## src/rtl/dcq_map.svh

```systemverilog
// Register map, field positions, reset values and codes of the channel queue block.
// Assumes byte addresses on a 32-bit register bus, one aligned word per register.
`ifndef DCQ_MAP_SVH
`define DCQ_MAP_SVH

`define DCQ_OFF_CAP 12'h004
`define DCQ_OFF_QMAP0 12'h200
`define DCQ_OFF_CHQ0 12'h240
`define DCQ_OFF_QCHQ 12'h260
`define DCQ_OFF_MISS 12'h300
`define DCQ_OFF_MISS_CLR 12'h308
`define DCQ_OFF_QMISS 12'h310
`define DCQ_OFF_QMISS_CLR 12'h314
`define DCQ_OFF_REEVAL 12'h320
`define DCQ_REG_STRIDE 12'h004

`define DCQ_CAP_PROT_BIT 25
`define DCQ_CAP_CHMAP_BIT 24
`define DCQ_CAP_REGN_LSB 20
`define DCQ_CAP_QUEUE_LSB 16
`define DCQ_CAP_PSET_LSB 12
`define DCQ_CAP_IRQ_LSB 8
`define DCQ_CAP_QCH_LSB 4
`define DCQ_CAP_CH_LSB 0
`define DCQ_CAP_PROT_CODE 1'h0
`define DCQ_CAP_CHMAP_CODE 1'h0
`define DCQ_CAP_REGN_CODE 2'h2
`define DCQ_CAP_QUEUE_CODE 3'h1
`define DCQ_CAP_PSET_CODE 3'h3
`define DCQ_CAP_IRQ_CODE 3'h3
`define DCQ_CAP_QCH_CODE 3'h4
`define DCQ_CAP_CH_CODE 3'h4

`define DCQ_QMAP_SET_LSB 5
`define DCQ_QMAP_SET_W 9
`define DCQ_QMAP_WORD_LSB 2
`define DCQ_QMAP_WORD_W 3
`define DCQ_QMAP_SET_RST 9'h000
`define DCQ_QMAP_WORD_RST 3'h0

`define DCQ_QSEL_W 3
`define DCQ_QSEL_STRIDE 4
`define DCQ_QSEL_PER_REG 8
`define DCQ_QSEL_MASK 32'h7777_7777
`define DCQ_QSEL_Q1 3'h1
`define DCQ_QMISS_MASK 32'h0000_00FF
`define DCQ_REEVAL_BIT 0

`define DCQ_RST_ZERO 32'h0000_0000
`define DCQ_RESP_OKAY 2'h0
`define DCQ_RESP_SLVERR 2'h2

`endif

```

## src/rtl/dcq_pkg.sv

```systemverilog
// Types shared by the channel queue block.
// Assumes the constants of dcq_map.svh.
package dcq_pkg;
   typedef logic [31:0] dcq_word_t;
   typedef logic [3:0] dcq_strb_t;
   typedef logic [8:0] dcq_pset_t;
   typedef logic [2:0] dcq_tword_t;
endpackage

```

## src/rtl/dcq_top.sv

```systemverilog
// Channel queue, quick channel mapping and missed-event error logic with an AXI4-Lite slave.
// Assumes event, service and null inputs are one-cycle pulses from logic on mclk.
`include "dcq_map.svh"

// Summary of operation
// Capability word reports no channel mapping; set n belongs to channel n.
// Capability bits 21-20 read code 2h, four shadow regions.
// Capability bits 18-16 read code 1h, two event queues.
// Capability bits 14-12 read code 3h, 128 parameter sets.
// Capability bits 10-8 read code 3h, 32 completion interrupt channels.
// Capability bits 6-4 read code 4h, eight quick channels.
// Capability bits 2-0 read code 4h, 32 channels.
// Quick maps reset to set 0; software remaps before use.
// Quick map bits 13-5 hold a writable set index; 80h up reserved.
// Quick map bits 4-2 pick trigger word; its write is a quick event.
// 32 three-bit queue fields, eight per register, 4-bit spacing, reset 0.
// Queue value 0 means queue 0, 1h queue 1; others reserved.
// Queue 0 feeds controller 0, queue 1 feeds controller 1.
// Quick queue register holds eight 3-bit queue fields, same coding.
// Software sets controller priority elsewhere, not in legacy priority word.
// Second event before service sets missed flag; each source tracked alone.
// Null entry or null request also sets the channel missed flag.
// Error pulse when a flag sets while all error flags were clear.
// Missed flags hold until a 1 is written to the clear word.
// Quick channels get missed flags for double events or null hits.
// Writing 1 to re-evaluate pulses the error output if errors remain.
// Reserved bits read zero; read-only writes are ignored.
module dcq_top #(
   parameter int NCH = 32,
   parameter int NQCH = 8,
   parameter int ADDR_W = 12
) (
   input wire logic mclk,
   input wire logic resetn,
   input wire logic [ADDR_W-1:0] s_axi_awaddr,
   input wire logic [2:0] s_axi_awprot,
   input wire logic s_axi_awvalid,
   output logic s_axi_awready,
   input wire logic [31:0] s_axi_wdata,
   input wire logic [3:0] s_axi_wstrb,
   input wire logic s_axi_wvalid,
   output logic s_axi_wready,
   output logic [1:0] s_axi_bresp,
   output logic s_axi_bvalid,
   input wire logic s_axi_bready,
   input wire logic [ADDR_W-1:0] s_axi_araddr,
   input wire logic [2:0] s_axi_arprot,
   input wire logic s_axi_arvalid,
   output logic s_axi_arready,
   output logic [31:0] s_axi_rdata,
   output logic [1:0] s_axi_rresp,
   output logic s_axi_rvalid,
   input wire logic s_axi_rready,
   input wire logic [NCH-1:0] hw_evt,
   input wire logic [NCH-1:0] hw_svc,
   input wire logic [NCH-1:0] man_evt,
   input wire logic [NCH-1:0] man_svc,
   input wire logic [NCH-1:0] chn_evt,
   input wire logic [NCH-1:0] chn_svc,
   input wire logic [NCH-1:0] null_hit,
   input wire logic pram_wr,
   input wire logic [8:0] pram_wr_set,
   input wire logic [2:0] pram_wr_word,
   input wire logic [NQCH-1:0] quick_svc,
   input wire logic [NQCH-1:0] quick_null_hit,
   input wire logic other_err_any,
   output logic [NCH-1:0] xfer0_req,
   output logic [NCH-1:0] xfer1_req,
   output logic [NQCH-1:0] quick_xfer0_req,
   output logic [NQCH-1:0] quick_xfer1_req,
   output logic err_pulse
);

   localparam int NCHQ = NCH / `DCQ_QSEL_PER_REG;
   localparam int FLAT_W = NCH * `DCQ_QSEL_STRIDE;
   logic aw_hold_q;
   logic w_hold_q;
   logic [ADDR_W-1:0] awaddr_q;
   dcq_pkg::dcq_word_t wdata_q;
   dcq_pkg::dcq_strb_t wstrb_q;
   logic bvalid_q;
   logic [1:0] bresp_q;
   logic rvalid_q;
   logic [1:0] rresp_q;
   dcq_pkg::dcq_word_t rdata_q;
   logic wr_fire;
   logic wr_hit;
   logic rd_hit;
   dcq_pkg::dcq_word_t rd_word;
   dcq_pkg::dcq_pset_t qset_q [NQCH];
   dcq_pkg::dcq_tword_t qword_q [NQCH];
   dcq_pkg::dcq_word_t chq_q [NCHQ];
   dcq_pkg::dcq_word_t qchq_q;
   logic [NCH*`DCQ_QSEL_STRIDE-1:0] chq_flat;
   logic [NCH-1:0] hw_pend_q;
   logic [NCH-1:0] man_pend_q;
   logic [NCH-1:0] chn_pend_q;
   logic [NQCH-1:0] quick_pend_q;
   logic [NCH-1:0] hw_miss;
   logic [NCH-1:0] man_miss;
   logic [NCH-1:0] chn_miss;
   logic [NQCH-1:0] quick_trig;
   logic [NQCH-1:0] quick_miss;
   logic [NCH-1:0] ch_go;
   logic [NQCH-1:0] quick_go;
   logic [NCH-1:0] missed_flags_q;
   logic [NQCH-1:0] quick_missed_flags_q;
   logic [NCH-1:0] miss_clr;
   logic [NQCH-1:0] quick_miss_clr;
   logic reeval_wr;
   logic err_any;
   logic err_prev_q;

   // Byte-lane merge of a write into a register, limited to its writable bits
   function automatic dcq_pkg::dcq_word_t wmerge(input dcq_pkg::dcq_word_t old, input dcq_pkg::dcq_word_t data,
                                                 input dcq_pkg::dcq_strb_t strb, input dcq_pkg::dcq_word_t mask);
      dcq_pkg::dcq_word_t be;
      for (int b = 0; b < 4; b++) begin
         be[b*8 +: 8] = {8{strb[b]}};
      end
      return (old & ~be) | (data & be & mask);
   endfunction
   // Queue field of channel idx selects queue 1; reserved codes fall back to queue 0
   function automatic logic sel_q1(input logic [NCH*`DCQ_QSEL_STRIDE-1:0] flat, input int idx);
      return flat[idx*`DCQ_QSEL_STRIDE +: `DCQ_QSEL_W] == `DCQ_QSEL_Q1;
   endfunction
   // Byte address of the idx-th register of a group
   function automatic logic [ADDR_W-1:0] reg_addr(input logic [11:0] base, input int idx);
      return ADDR_W'(base + 12'(idx) * `DCQ_REG_STRIDE);
   endfunction
   // Address decode shared by reads and writes
   function automatic logic addr_hit(input logic [ADDR_W-1:0] a);
      logic hit;
      hit = (a == ADDR_W'(`DCQ_OFF_CAP)) || (a == ADDR_W'(`DCQ_OFF_QCHQ))
         || (a == ADDR_W'(`DCQ_OFF_MISS)) || (a == ADDR_W'(`DCQ_OFF_MISS_CLR))
         || (a == ADDR_W'(`DCQ_OFF_QMISS)) || (a == ADDR_W'(`DCQ_OFF_QMISS_CLR))
         || (a == ADDR_W'(`DCQ_OFF_REEVAL));
      for (int i = 0; i < NQCH; i++) begin
         hit = hit || (a == reg_addr(`DCQ_OFF_QMAP0, i));
      end
      for (int j = 0; j < NCHQ; j++) begin
         hit = hit || (a == reg_addr(`DCQ_OFF_CHQ0, j));
      end
      return hit;
   endfunction
   // AXI4-Lite write side: address and data taken in either order
   assign s_axi_awready = !aw_hold_q && !bvalid_q;
   assign s_axi_wready = !w_hold_q && !bvalid_q;
   assign wr_fire = aw_hold_q && w_hold_q && !bvalid_q;
   assign wr_hit = addr_hit(awaddr_q);

   always_ff @(posedge mclk or negedge resetn) begin
      if (!resetn) begin
         aw_hold_q <= 1'b0;
         awaddr_q <= '0;
      end else if (s_axi_awvalid && s_axi_awready) begin
         aw_hold_q <= 1'b1;
         awaddr_q <= s_axi_awaddr;
      end else if (wr_fire) begin
         aw_hold_q <= 1'b0;
      end
   end

   always_ff @(posedge mclk or negedge resetn) begin
      if (!resetn) begin
         w_hold_q <= 1'b0;
         wdata_q <= `DCQ_RST_ZERO;
         wstrb_q <= '0;
      end else if (s_axi_wvalid && s_axi_wready) begin
         w_hold_q <= 1'b1;
         wdata_q <= s_axi_wdata;
         wstrb_q <= s_axi_wstrb;
      end else if (wr_fire) begin
         w_hold_q <= 1'b0;
      end
   end

   always_ff @(posedge mclk or negedge resetn) begin
      if (!resetn) begin
         bvalid_q <= 1'b0;
         bresp_q <= `DCQ_RESP_OKAY;
      end else if (wr_fire) begin
         bvalid_q <= 1'b1;
         bresp_q <= wr_hit ? `DCQ_RESP_OKAY : `DCQ_RESP_SLVERR;
      end else if (s_axi_bready) begin
         bvalid_q <= 1'b0;
      end
   end
   assign s_axi_bvalid = bvalid_q;
   assign s_axi_bresp = bresp_q;
   // Read side: one read under way, answered the cycle after it is taken
   assign s_axi_arready = !rvalid_q;
   assign rd_hit = addr_hit(s_axi_araddr);
   always_comb begin
      rd_word = `DCQ_RST_ZERO;
      if (s_axi_araddr == ADDR_W'(`DCQ_OFF_CAP)) begin
         rd_word[`DCQ_CAP_PROT_BIT] = `DCQ_CAP_PROT_CODE;
         rd_word[`DCQ_CAP_CHMAP_BIT] = `DCQ_CAP_CHMAP_CODE;
         rd_word[`DCQ_CAP_REGN_LSB +: 2] = `DCQ_CAP_REGN_CODE;
         rd_word[`DCQ_CAP_QUEUE_LSB +: 3] = `DCQ_CAP_QUEUE_CODE;
         rd_word[`DCQ_CAP_PSET_LSB +: 3] = `DCQ_CAP_PSET_CODE;
         rd_word[`DCQ_CAP_IRQ_LSB +: 3] = `DCQ_CAP_IRQ_CODE;
         rd_word[`DCQ_CAP_QCH_LSB +: 3] = `DCQ_CAP_QCH_CODE;
         rd_word[`DCQ_CAP_CH_LSB +: 3] = `DCQ_CAP_CH_CODE;
      end
      for (int i = 0; i < NQCH; i++) begin
         if (s_axi_araddr == reg_addr(`DCQ_OFF_QMAP0, i)) begin
            rd_word[`DCQ_QMAP_SET_LSB +: `DCQ_QMAP_SET_W] = qset_q[i];
            rd_word[`DCQ_QMAP_WORD_LSB +: `DCQ_QMAP_WORD_W] = qword_q[i];
         end
      end
      for (int j = 0; j < NCHQ; j++) begin
         if (s_axi_araddr == reg_addr(`DCQ_OFF_CHQ0, j)) begin
            rd_word = chq_q[j];
         end
      end
      if (s_axi_araddr == ADDR_W'(`DCQ_OFF_QCHQ)) begin
         rd_word = qchq_q;
      end
      if (s_axi_araddr == ADDR_W'(`DCQ_OFF_MISS)) begin
         rd_word = 32'(missed_flags_q);
      end
      if (s_axi_araddr == ADDR_W'(`DCQ_OFF_QMISS)) begin
         rd_word = 32'(quick_missed_flags_q);
      end
   end

   always_ff @(posedge mclk or negedge resetn) begin
      if (!resetn) begin
         rvalid_q <= 1'b0;
         rresp_q <= `DCQ_RESP_OKAY;
         rdata_q <= `DCQ_RST_ZERO;
      end else if (s_axi_arvalid && s_axi_arready) begin
         rvalid_q <= 1'b1;
         rresp_q <= rd_hit ? `DCQ_RESP_OKAY : `DCQ_RESP_SLVERR;
         rdata_q <= rd_word;
      end else if (s_axi_rready) begin
         rvalid_q <= 1'b0;
      end
   end
   assign s_axi_rvalid = rvalid_q;
   assign s_axi_rresp = rresp_q;
   assign s_axi_rdata = rdata_q;

   // Quick channel maps: set index and trigger word
   always_ff @(posedge mclk or negedge resetn) begin
      if (!resetn) begin
         for (int i = 0; i < NQCH; i++) begin
            qset_q[i] <= `DCQ_QMAP_SET_RST;
            qword_q[i] <= `DCQ_QMAP_WORD_RST;
         end
      end else if (wr_fire) begin
         for (int i = 0; i < NQCH; i++) begin
            if (awaddr_q == reg_addr(`DCQ_OFF_QMAP0, i)) begin
               qset_q[i] <= dcq_pkg::dcq_pset_t'(wmerge({23'h0, qset_q[i]} << `DCQ_QMAP_SET_LSB, wdata_q, wstrb_q,
                                   32'h0000_3FE0) >> `DCQ_QMAP_SET_LSB);
               qword_q[i] <= dcq_pkg::dcq_tword_t'(wmerge({29'h0, qword_q[i]} << `DCQ_QMAP_WORD_LSB, wdata_q, wstrb_q,
                                    32'h0000_001C) >> `DCQ_QMAP_WORD_LSB);
            end
         end
      end
   end

   // Channel and quick channel queue selects
   always_ff @(posedge mclk or negedge resetn) begin
      if (!resetn) begin
         for (int j = 0; j < NCHQ; j++) begin
            chq_q[j] <= `DCQ_RST_ZERO;
         end
      end else if (wr_fire) begin
         for (int j = 0; j < NCHQ; j++) begin
            if (awaddr_q == reg_addr(`DCQ_OFF_CHQ0, j)) begin
               chq_q[j] <= wmerge(chq_q[j], wdata_q, wstrb_q, `DCQ_QSEL_MASK);
            end
         end
      end
   end

   always_ff @(posedge mclk or negedge resetn) begin
      if (!resetn) begin
         qchq_q <= `DCQ_RST_ZERO;
      end else if (wr_fire && awaddr_q == ADDR_W'(`DCQ_OFF_QCHQ)) begin
         qchq_q <= wmerge(qchq_q, wdata_q, wstrb_q, `DCQ_QSEL_MASK);
      end
   end
   always_comb begin
      for (int j = 0; j < NCHQ; j++) begin
         chq_flat[j*32 +: 32] = chq_q[j];
      end
   end

   // Write-only clear and re-evaluate strobes
   always_comb begin
      miss_clr = '0;
      quick_miss_clr = '0;
      reeval_wr = 1'b0;
      if (wr_fire && awaddr_q == ADDR_W'(`DCQ_OFF_MISS_CLR)) begin
         miss_clr = NCH'(wmerge(`DCQ_RST_ZERO, wdata_q, wstrb_q, {32{1'b1}}));
      end
      if (wr_fire && awaddr_q == ADDR_W'(`DCQ_OFF_QMISS_CLR)) begin
         quick_miss_clr = NQCH'(wmerge(`DCQ_RST_ZERO, wdata_q, wstrb_q, `DCQ_QMISS_MASK));
      end
      if (wr_fire && awaddr_q == ADDR_W'(`DCQ_OFF_REEVAL) && wstrb_q[0]) begin
         reeval_wr = wdata_q[`DCQ_REEVAL_BIT];
      end
   end

   // Quick event detection on a write to the mapped trigger word
   always_comb begin
      for (int i = 0; i < NQCH; i++) begin
         quick_trig[i] = pram_wr && pram_wr_set == qset_q[i] && pram_wr_word == qword_q[i];
      end
   end

   // Pending events per source; a second arrival before service is a miss
   assign hw_miss = hw_evt & hw_pend_q & ~hw_svc;
   assign man_miss = man_evt & man_pend_q & ~man_svc;
   assign chn_miss = chn_evt & chn_pend_q & ~chn_svc;
   assign quick_miss = quick_trig & quick_pend_q & ~quick_svc;
   always_ff @(posedge mclk or negedge resetn) begin
      if (!resetn) begin
         hw_pend_q <= '0;
         man_pend_q <= '0;
         chn_pend_q <= '0;
      end else begin
         hw_pend_q <= (hw_pend_q & ~hw_svc) | hw_evt;
         man_pend_q <= (man_pend_q & ~man_svc) | man_evt;
         chn_pend_q <= (chn_pend_q & ~chn_svc) | chn_evt;
      end
   end

   always_ff @(posedge mclk or negedge resetn) begin
      if (!resetn) begin
         quick_pend_q <= '0;
      end else begin
         quick_pend_q <= (quick_pend_q & ~quick_svc) | quick_trig;
      end
   end

   // Missed flags: a new set wins over a clear in the same cycle
   always_ff @(posedge mclk or negedge resetn) begin
      if (!resetn) begin
         missed_flags_q <= '0;
      end else begin
         missed_flags_q <= (missed_flags_q & ~miss_clr) | hw_miss | man_miss | chn_miss | null_hit;
      end
   end

   always_ff @(posedge mclk or negedge resetn) begin
      if (!resetn) begin
         quick_missed_flags_q <= '0;
      end else begin
         quick_missed_flags_q <= (quick_missed_flags_q & ~quick_miss_clr) | quick_miss | quick_null_hit;
      end
   end

   // Accepted events go to the controller of their queue
   assign ch_go = (hw_evt & ~hw_miss) | (man_evt & ~man_miss) | (chn_evt & ~chn_miss);
   assign quick_go = quick_trig & ~quick_miss;
   always_ff @(posedge mclk or negedge resetn) begin
      if (!resetn) begin
         xfer0_req <= '0;
         xfer1_req <= '0;
      end else begin
         for (int c = 0; c < NCH; c++) begin
            xfer0_req[c] <= ch_go[c] && !sel_q1(chq_flat, c);
            xfer1_req[c] <= ch_go[c] && sel_q1(chq_flat, c);
         end
      end
   end

   always_ff @(posedge mclk or negedge resetn) begin
      if (!resetn) begin
         quick_xfer0_req <= '0;
         quick_xfer1_req <= '0;
      end else begin
         for (int k = 0; k < NQCH; k++) begin
            quick_xfer0_req[k] <= quick_go[k] && !sel_q1(FLAT_W'(qchq_q), k);
            quick_xfer1_req[k] <= quick_go[k] && sel_q1(FLAT_W'(qchq_q), k);
         end
      end
   end

   // Error pulse on the edge from no error to some error, or on re-evaluate while errors remain
   assign err_any = (|missed_flags_q) || (|quick_missed_flags_q) || other_err_any;
   always_ff @(posedge mclk or negedge resetn) begin
      if (!resetn) begin
         err_prev_q <= 1'b0;
         err_pulse <= 1'b0;
      end else begin
         err_prev_q <= err_any;
         err_pulse <= (err_any && !err_prev_q) || (reeval_wr && err_any);
      end
   end
endmodule // dcq_top

```

## config.mk

```make
export PLATFORM = sky130hd
export DESIGN_NAME = dcq_top
export DESIGN_NICKNAME = d
export VERILOG_FILES = /design/src/rtl/dcq_pkg.sv /design/src/rtl/dcq_top.sv
export VERILOG_INCLUDE_DIRS = /design/src /design/src/rtl
export SDC_FILE = /design/constraint.sdc
export NUM_CORES = 1
export LEC_CHECK = 0
export ABC_AREA = 1
export BUFFER_PORTS_ARGS = -buffer_cell sky130_fd_sc_hd__buf_2
export CORE_MARGIN = 2
export CORE_UTILIZATION = 30
export CTS_BUF_LIST = sky130_fd_sc_hd__clkbuf_8
export DETAILED_ROUTE_END_ITERATION = 12
export PLACE_DENSITY = 0.49
export SYNTH_ARGS = -nofsm -noshare
export SYNTH_HDL_FRONTEND = slang
export SYNTH_SLANG_ARGS = --single-unit
```

## constraint.sdc

```tcl
create_clock -name mclk -period 1.67 [get_ports mclk]
set_input_delay 0.2505 -clock mclk [delete_from_list [all_inputs] [get_ports mclk]]
set_output_delay 0.2505 -clock mclk [all_outputs]
set_load 0.005 [all_outputs]
```

==> key figures, run 1 <==
Yosys
  • Synth top area share: 53.6%
  • Mux share of post-synthesis cell area: 0.552%
  • Synth Warn #: 0
  • Post-synth cell types: 60
  • Synth Area in XOR/XNOR: 1.06%
  • Post-synth EDFFs: 0
  • Mapped Cells: around 3,200
  • Top cells by area, synth: dfrtp_1 54%, nand2_1 11%, inv_1 7.6%
  • Mean Syn Cell Area: 8.30 µm²
  • FFs w/ async S/R, synth: between 90% and 100%
  • Post-synthesis simple-gate area fraction: a little over a fifth
  • Post-synth top flop: dfrtp_1
  • Post-synth top area cell: dfrtp_1
  • Sequential area share after synthesis: a little over half
  • Largest family of logic cells by synthesized area: simple AND/OR/NAND/NOR gates
  • Synthesized area: approximately 27,000 µm²
  • Adder-cell area share of the yosys netlist: 0%
  • Synth Area in Compound Gates: between 10% and 20%
  • FF+latch count, synth: 568

Pwr
  • Sw Share: between 30% and 40%
  • Combinational cell fraction of total power: between 20% and 30%
  • Switching Power: about 13,000 µW
  • Clock share of power: 36.0%
  • Power density over the cells: just under 900 nW/µm²
  • Flop pwr share: 40.9%
  • Pleak: ~0.021 µW
  • Peak supply drop: between 0.6 and 0.7 mV
  • Internal power: 25,600 µW

Floorplanning
  • Ports: 449
  • Starting density of the core: slightly above 30%
  • DIE HEIGHT: 301 µm
  • Core Area: 88,000 µm²
  • Die X: between 300 and 400 µm
  • Area of the die: 90,800 µm²
  • Site Rows: 109

Routing
  • Final WL: 123,000 µm
  • Drt initial violations: between 2,000 and 2,500
  • WL per Instance: between 20 and 25 µm
  • Vias post-DR: around 28,000
  • Drt drc: 0
  • ANT nets after route: 0
  • Pre-Repair DR Iteration Count: 5
  • DR vias/cell: 4.80

Layout
  • Layout cell share with drive strength beyond 1: 37.6%
  • Final net count: between 4,000 and 5,000
  • Filler cells: around 8,400
  • Synth-to-layout area growth: 63.7%

Critical path
  • WP data required: 2.29 ns
  • R2r endpoint: missed_flags_q[23]
  • WP data arrival: 2.79 ns
  • Reg2Reg Depth: 12
  • Kind of start point of the critical path: register
  • RR Startpoint: awaddr_q[11]
  • CP Max Fanout: 4
  • Flop-to-flop setup slack: -0.50 ns
  • Crit end category: register
  • WS Path Type: reg2reg

STA
  • Final Hold Violating Endpoints: 0
  • Worst Tran Pin Value: a little under 0.9 ns
  • Setup_tns: -98.48 ns
  • Tcrit/Tclk final: 130%
  • Post-layout min period: roughly 2.2 ns
  • Final Max Tran Viols: 0
  • Skew final: 0.0414 ns
  • Final WS setup: -0.503 ns
  • Fmax: between 400 and 500 MHz
  • Slew margin rel.: around two fifths
  • Setup-failing EPs final: slightly above 300
  • RSZ-0062 raised after global routing: true
  • WHS: 0.0395 ns

Clocking
  • Worst-Skew Late Latency: around 0.75 ns
  • CTS clk-pin slew, worst paths: around 0.06 ns
  • CTS tree: yes
  • Num CTS Buffers: roughly 110
  • H-tree depth: 3
  • CTS root buffer: clkbuf_8
  • CTS Sinks: approximately 570
  • Deepest clock path buffer count: 3

Global routing
  • Largest net degree at the start of global routing: 67
  • Number of antenna violations at the first check in global routing: 6
  • GRT overflow: 0
  • Vias in the first global route: 28,000
  • Gr usage total: about a quarter
  • First-pass GRT wire length: between 150,000 and 200,000 µm

Placed design
  • Gpl congestion: ~0.97
  • HPWL after DPL: between 90,000 and 100,000 µm
  • Port buffer count: 440
  • Placement Setup Slack: -0.986 ns

Run status
  • Status: finished with violations
  • Failing checks: negative setup slack

Worst hold path
  • Worst hold endpoint: xfer0_req[18]
  • Hold path depth: 7
  • Hold_sp: hw_svc[18]
  • Worst hold path type: in2reg

Run
  • Max cap viols: 0
[Yosys cell counts (all sizes together), types with 36 or more instances]
library cell and number:
a21oi 68, buf 47, clkbuf 36, dfrtp 568
inv 556, nand2 819, nand3 80, nand4 53
nor2 262, nor3 65, o211ai 45, o21ai 333
o22ai 57
[cell type report]
cell class / instances / area (µm²) / area share, %
Clock inverter: 53 / 279 / 0.642
Tap cell: 1165 / 1460 / 3.36
Sequential cell: 568 / 14200 / 32.7
Antenna cell: 3 / 7.51 / 0.0173
Multi-Input combinational cell: 1984 / 12200 / 28.2
Clock buffer: 138 / 1900 / 4.37
Timing Repair Buffer: 1360 / 11200 / 25.7
Inverter: 562 / 2150 / 4.96
[power by group through the flow]
stage / clock [µW] / sequential, µW / combinational, µW
6_report: 13800 / 15700 / 8860
5_1_grt: 14800 / 15800 / 9500
4_1_cts: 14200 / 15600 / 8190
3_5_place_dp: 0 / 15700 / 6420
3_3_place_gp: 0 / 15700 / 6410
2_1_floorplan: 0 / 15400 / 2660
[worst max-delay path: stages, from the launching register on]
cell and delay, ns:
dfrtp_1 0.40, nor2_4 0.14, nand2_2 0.10, nor2_4 0.12, inv_2 0.05, buf_6 0.11, nor3_4 0.14, nand2_2 0.14
inv_4 0.12, buf_6 0.12, buf_6 0.09, nand3_4 0.08, a2111o_1 0.43
[how the worst max path moves through the flow]
stage	startpoint	end	slack, ns	cells past startpoint
finish	awaddr_q[11]	missed_flags_q[23]	-0.50	12
global route	awaddr_q[11]	register	-0.59	14
CTS	awaddr_q[11]	missed_flags_q[2]	-0.46	11
detailed placement	pram_wr_set[2]	quick_xfer1_req[6]	-0.99	12
global placement	pram_wr_set[2]	quick_xfer1_req[6]	-1.0	12
floorplan	awaddr_q[10]	register	-0.05	11
[cells by family (layout without fill, tap and decap cells)]
group | after synthesis | after routing
simple gates | 1320 | 1320
buf+inv | 645 | 2113
compound gates | 617 | 617
flops | 568 | 568
xor+xnor | 32 | 32
mux | 13 | 13
other cells | 1 | 5
[cell usage in the layout (no fill, tap or decap), types with 53 or more instances in the layout]
master         netlist  routed
dfrtp_1            568     561
buf_2               32     437
buf_6                7     104
o21ai_1             50     169
o21ai_0            281      62
nor2_1             233     176
nand2_2             11     158
dlygate4sd3_1        0     343
nand2_1            805     614
buf_4                4     405
nand4_1             53      53
a21oi_1             68      64
o21ai_2              2      91
inv_1              534     542
clkbuf_8             0     138
[timing repair]
| action | in CTS | in global routing |
|---|---|---|
| hold endpoints to repair | 813 | 0 |
| pin swaps | 68 | 102 |
| cloned | 14 | 10 |
| hold buffers | 343 | 0 |
| buffers inserted | 65 | 37 |
| setup endpoints to repair | 333 | 337 |
| gates resized for setup | 500 | 538 |
[per-stage QoR]
| stage | total power [µW] | cells | utilization, % | instance area [µm²] |
|---|---|---|---|---|
| 3_3_place_gp | 22100 | 5198 | 38.6 | 33900 |
| 4_1_cts | 37900 | 5795 | 47.4 | 41700 |
| 5_1_grt | 40100 | 5833 | 49.4 | 43400 |
| 6_report | 38400 | 5833 | 49.4 | 43400 |
| 2_1_floorplan | 18100 | 3197 | - | 26600 |
| 3_5_place_dp | 22100 | 5198 | 38.6 | 33900 |
[layer usage]
layer	global-route usage, %	wire length [µm]	vias up
li1	-	-	13200
met2	44.2	59300	953
met1	33.0	49500	13600
met3	5.14	8410	277
met5	0	26	-
met4	10.4	5430	4
No activity file was read; power rests on OpenSTA's default activity.
==> inputs of run 2 (changes only) <==
Settings changed: SKIP_LAST_GASP from default to 1.
==> key figures, run 2 (synthesized netlist as in run 1, its figures left out) <==
Global routing
  • Vias in the first global route: 28,000 (-0.018%)
  • Largest net degree at the start of global routing: 67 (unchanged)
  • GRT overflow: 0 (unchanged)
  • Gr usage total: 26.2% (about the same)
  • Number of antenna violations at the first check in global routing: 6 (unchanged)
  • First-pass GRT wire length: 176,000 µm (about the same)

Floorplanning
  • Starting density of the core: 30.2% (unchanged)
  • Core Area: 88,000 µm² (unchanged)
  • Ports: 449 (unchanged)
  • Die X: 301 µm (unchanged)
  • Site Rows: 109 (unchanged)
  • Area of the die: 90,800 µm² (unchanged)
  • DIE HEIGHT: 301 µm (unchanged)

Clocking
  • CTS clk-pin slew, worst paths: 0.06 ns (about the same)
  • Num CTS Buffers: 107 (unchanged)
  • Worst-Skew Late Latency: 0.75 ns (about the same)
  • CTS Sinks: 568 (unchanged)
  • H-tree depth: 3 (unchanged)
  • CTS tree: yes
  • Deepest clock path buffer count: 3 (unchanged)
  • CTS root buffer: clkbuf_8

Routing
  • WL per Instance: 21.0 µm (about the same)
  • Vias post-DR: 28,000 (+0.19%)
  • ANT nets after route: 0 (unchanged)
  • Pre-Repair DR Iteration Count: 6 (+1)
  • DR vias/cell: 4.80 (+0.17%)
  • Drt initial violations: 1,980 (-2.9%)
  • Final WL: 123,000 µm (about the same)
  • Drt drc: 0 (unchanged)

Critical path
  • Kind of start point of the critical path: register
  • Crit-path slowest cell: a2111o_1
  • Crit end category: register
  • WS Path Type: reg2reg
  • Crit-path max cell delay: 0.43 ns (about the same)
  • CP Max Fanout: 4 (unchanged)
  • Top delay family on crit path: simple AND/OR/NAND/NOR gates
  • Buffers & Inverters on Critical Path: 5 (unchanged)
  • WP data arrival: 2.81 ns (+0.02 ns)
  • Crit-path cells: nor2_4 > nand2_2 > nor2_4 > inv_2 > buf_6 > nor3_4 > nand2_2 > inv_4 > buf_6 > buf_6 > nand3_4 > a2111o_1
  • CP dominant cell by count: buf_6
  • WP data required: 2.29 ns (about the same)

STA
  • Skew final: 0.0438 ns (+0.00241 ns)
  • Final WS setup: -0.524 ns (-0.0201 ns)
  • Fmax: 456 MHz (-0.91%)
  • Slew margin rel.: 38.8% (-1.3 points)
  • Post-layout min period: 2.19 ns (+0.0201 ns)
  • Worst Tran Pin Value: 0.910 ns (+0.0196 ns)
  • Final Hold Violating Endpoints: 0 (unchanged)
  • Setup-failing EPs final: 311 (unchanged)
  • Tcrit/Tclk final: 131% (+1.2 points)
  • WHS: 0.0427 ns (+0.00320 ns)
  • Final Max Tran Viols: 0 (unchanged)
  • RSZ-0062 raised after global routing: true

Run status
  • Status: finished with violations
  • Failing checks: negative setup slack

Layout
  • Post-Route Utilization: 49.3% (-0.075 points)
  • Commonest non-fill, non-tap cell in the layout: nand2_1
  • Final net count: 4,910 (unchanged)
  • Filler cells: 8,451 (+0.32%)
  • Synth-to-layout area growth: 63.5%
  • Layout cell share with drive strength beyond 1: 37.2% (-0.47 points)
  • Most frequent cells in the layout: 626 x nand2_1, 561 x dfrtp_1, 542 x inv_1, 437 x buf_2, 404 x buf_4

Worst hold path
  • Worst hold path type: in2reg

Placed design
  • HPWL after DPL: 91,800 µm (unchanged)
  • Gpl congestion: 0.970 (unchanged)
  • Port buffer count: 440 (unchanged)

Pwr
  • Peak supply drop: 0.646 mV (about the same)
  • Pleak: 0.0211 µW (-0.12%)
  • Power density over the cells: 885 nW/µm² (+0.12%)

Run
  • Max cap viols: 0 (unchanged)
run 2: cell types whose count changed in the layout (fill, tap and decap cells not counted), moves of 2 or more:
cell / delta
o21ai_0: +11
nand2_2: -12
nor2_4: -2
buf_6: +2
nand2_1: +12
nor2_1: +2
o21ai_1: -4
o21ai_2: -7
run 2: timing repair:
action                                  CTS  global route
gates cloned                             14            10
hold buffers                            343             0
endpoints found under the setup margin  333           337
buffers inserted                         65            37
gates resized for setup                 481           521
endpoints found under the hold margin   813             0
pin swaps                                68           105
run 2: worst paths after layout:
kind | start | to | slack, ns | depth (start not counted)
worst max-delay path | awaddr_q[11] | missed_flags_q[23] | -0.52 | 12
max in group asynchronous | resetn | quick_pend_q[2] | 0.19 | 3
worst min-delay path | hw_svc[18] | xfer0_req[18] | 0.04 | 7
min in group asynchronous | resetn | asynchronous set/reset pin | 0.21 | 3
worst min register to register | s_axi_rdata[17] | s_axi_rdata[17] | 0.48 | 2
worst max register to register | awaddr_q[11] | missed_flags_q[23] | -0.52 | 12
run 2: layout make-up:
cell class | instances | area [µm²] | area share [%]
sequential | 568 | 14200 | 32.8
multi-input combinational | 1984 | 12200 | 28.1
timing repair buffer | 1360 | 11200 | 25.8
inverter | 562 | 2150 | 4.96
clock buffer | 138 | 1900 | 4.38
tap | 1165 | 1460 | 3.36
clock inverter | 53 | 279 | 0.643
antenna | 4 | 10.0 | 0.0231
run 2: layer usage:
layer  vias to the layer above  global-route usage [%]  part of all wire, %
met2                       956                    44.2                   48
met3                       271                    5.14                  6.6
met1                     13600                    33.0                   41
met4                         4                    10.4                  4.4
met5                         -                       0                0.021
li1                      13200                       -                    -
run 2: where the power goes:
part           total (µW)  internal, µW  switching [µW]
logic                8860          3450            5410
clock network       13800          7430            6420
registers           15700         14700             988
total               38400         25500           12800
run 2: through the flow:
stage	setup WS (ns)	area (µm²)	TNS, ns	total power (µW)	cells
final	-0.524	43400	-100.63	38400	5834
after global placement	-0.999	33900	-132.59	22100	5198
after floorplan	-0.0535	26600	-1.19	18100	3197
after global routing	-0.596	43400	-127.41	40000	5833
after detailed placement	-0.986	33900	-139.75	22100	5198
after CTS	-0.464	41600	-76.61	37900	5795
run 2: worst reg2reg max path: cells and delay by family, from the launching register on:
family / cells / cell delay, ns
buf+inv: 5 / 0.51
flops: 1 / 0.40
compound gates: 1 / 0.43
simple gates: 6 / 0.74
==> inputs of run 3 (changes only) <==
Settings changed: CORE_MARGIN 2 to 4, RECOVER_POWER from default to 50.
==> key figures, run 3 (synthesized netlist as in run 1, its figures left out) <==
Run status
  • Status: finished with violations
  • Failing checks: negative setup slack

STA
  • Slew margin rel.: 23.6% (-15 points)
  • Worst Tran Pin Value: 1.15 ns (+0.236 ns)
  • Final Max Tran Viols: 0 (unchanged)
  • Skew final: 0.0361 ns (-0.00767 ns)
  • RSZ-0062 raised after global routing: true
  • Final WS setup: -0.343 ns (+0.180 ns)
  • WHS: 0.0371 ns (-0.00563 ns)
  • Final Hold Violating Endpoints: 0 (unchanged)
  • Tcrit/Tclk final: 121% (-11 points)
  • Fmax: 497 MHz (+9.0%)
  • Setup-failing EPs final: 332 (+6.8%)
  • Post-layout min period: 2.01 ns (-0.180 ns)

Critical path
  • Flop-to-flop setup slack: -0.34 ns (+0.18 ns)
  • R2r endpoint: quick_xfer1_req[3]
  • CP Max Fanout: 2 (-2)
  • Crit-path slowest cell: dfrtp_1
  • CP Depth: 10 (-2)
  • Buffers & Inverters on Critical Path: 4 (-1)
  • Kind of start point of the critical path: register
  • WS Path Type: reg2reg
  • WP data required: 2.32 ns (+0.03 ns)
  • Crit-path max cell delay: 0.39 ns (-0.04 ns)
  • Crit end category: register
  • WP data arrival: 2.66 ns (-0.15 ns)
  • Worst setup path end: quick_xfer1_req[3]
  • Crit-path cells: inv_2 > buf_4 > o22ai_2 > a211oi_2 > nand3_1 > nor4_2 > buf_4 > nand2_4 > nor4_2 > buf_4
  • CP dominant cell by count: buf_4
  • Top delay family on crit path: simple AND/OR/NAND/NOR gates
  • Reg2Reg Depth: 10 (-2)

Floorplanning
  • DIE HEIGHT: 305 µm (+1.3%)
  • Die X: 305 µm (+1.3%)
  • Site Rows: 108 (-0.92%)
  • Core Area: 87,300 µm² (-0.76%)
  • Starting density of the core: 30.4% (+0.23 points)
  • Ports: 449 (unchanged)
  • Area of the die: 93,300 µm² (+2.7%)

Worst hold path
  • Hold_sp: man_svc[8]
  • Worst hold path type: in2reg

Layout
  • Final Cell Area: 40,900 µm² (-5.7%)
  • Finished Layout Cells: 5,768 (-1.1%)
  • Final net count: 4,856 (-1.1%)
  • Most frequent cells in the layout: 769 x nand2_1, 565 x dfrtp_1, 543 x inv_1, 444 x buf_2, 419 x buf_4
  • Layout cell share with drive strength beyond 1: 30.4% (-6.8 points)
  • Commonest non-fill, non-tap cell in the layout: nand2_1
  • Synth-to-layout area growth: 54.1%
  • Post-Route Utilization: 46.8% (-2.5 points)

Clocking
  • Deepest clock path buffer count: 3 (unchanged)
  • CTS Sinks: 568 (unchanged)
  • CTS root buffer: clkbuf_8
  • CTS tree: yes
  • Worst-Skew Late Latency: 0.74 ns (about the same)
  • CTS clk-pin slew, worst paths: 0.06 ns (about the same)
  • Num CTS Buffers: 104 (-2.8%)
  • H-tree depth: 3 (unchanged)

Routing
  • ANT nets after route: 0 (unchanged)
  • Drt initial violations: 1,926 (-2.7%)
  • Final WL: 122,000 µm (-0.39%)
  • WL per Instance: 21.2 µm (+0.75%)
  • Vias post-DR: 27,700 (-1.2%)
  • DR vias/cell: 4.80 (-0.11%)
  • Drt drc: 0 (unchanged)
  • Pre-Repair DR Iteration Count: 6 (unchanged)

Global routing
  • First-pass GRT wire length: 180,000 µm (+2.3%)
  • GRT overflow: 0 (unchanged)
  • Gr usage total: 25.6% (-0.63 points)
  • Number of antenna violations at the first check in global routing: 3 (-3)
  • Largest net degree at the start of global routing: 68 (+1.5%)
  • Vias in the first global route: 28,400 (+1.4%)

Pwr
  • Peak supply drop: 0.963 mV (+49%)
  • Pleak: 0.0202 µW (-4.6%)
  • Power density over the cells: 931 nW/µm² (+5.2%)

Placed design
  • DP Area: 33,900 µm² (-0.14%)
  • Gpl congestion: 0.928 (-4.4%)
  • HPWL after DPL: 93,800 µm (+2.2%)
  • Port buffer count: 440 (unchanged)
  • DP Cell Count: 5,199 (+0.019%)
  • Placement Setup Slack: -1.04 ns (-0.0578 ns)

Run
  • Max cap viols: 0 (unchanged)
## run 3: changes by cell type in the layout (fill, tap and decap cells not counted), sizes merged
| cell | previous run | this run |
|---|---|---|
| buf | 1014 | 946 |
| clkbuf | 141 | 159 |
| inv | 590 | 579 |
| clkinv | 21 | 30 |
| dlygate4sd3 | 343 | 336 |
| bufinv | 0 | 5 |
| diode | 4 | 2 |
| clkinvlp | 4 | 3 |
| nor2 | 262 | 263 |
## run 3: worst min path at each step
stage / endpoint / slack [ns] / cells after the start
5_1_grt: s_axi_rdata[31] / 0.07 / 5
2_1_floorplan: asynchronous set/reset pin / -0.05 / 0
3_5_place_dp: xfer0_req[6] / 0.15 / 1
3_3_place_gp: err_pulse / 0.15 / 1
4_1_cts: xfer1_req[8] / 0.0001 / 7
6_report: xfer1_req[8] / 0.04 / 7
## run 3: per-layer routing
layer	up-vias	share of wire (%)	global-route usage, %
met5	-	0.011	0
met3	225	5.8	4.53
met1	13500	42	32.7
met2	886	49	43.7
li1	13000	-	-
met4	2	3.9	9.00
## run 3: per-stage QoR
step | setup TNS [ns] | power (µW)
floorplan | -1.19 | 18100
global placement | -95.40 | 22200
detailed placement | -102.99 | 22200
CTS | -66.12 | 37900
global route | -99.91 | 39700
finish | -60.32 | 38100
## run 3: power by group
part | total, µW | internal [µW] | switching (µW)
Clock | 14500 | 7960 | 6490
Sequential | 15600 | 14700 | 898
Combinational | 8040 | 3110 | 4920
Total | 38100 | 25700 | 12300
## run 3: area by class of cell
class | instances | area [µm²]
Antenna cell | 2 | 5.00
Clock buffer | 133 | 1830
Clock inverter | 55 | 417
Fill cell | 8692 | 46400
Inverter | 562 | 2150
Multi-Input combinational cell | 1985 | 10800
Sequential cell | 568 | 14200
Tap cell | 1155 | 1450
Timing Repair Buffer | 1308 | 9990
## run 3: worst min-delay path: cells and delay by family
| family | cells | cell delay [ns] |
|---|---|---|
| buf+inv | 3 | 0.15 |
| compound gates | 1 | 0.13 |
| simple gates | 3 | 0.20 |
## run 3: timing repair
item,4_1_cts,5_1_grt
endpoints found under the hold margin,811,0
gates cloned,2,6
buffers inserted,33,21
hold buffers,336,0
gates resized for setup,193,194
endpoints found under the setup margin,335,356
pin swaps,45,41
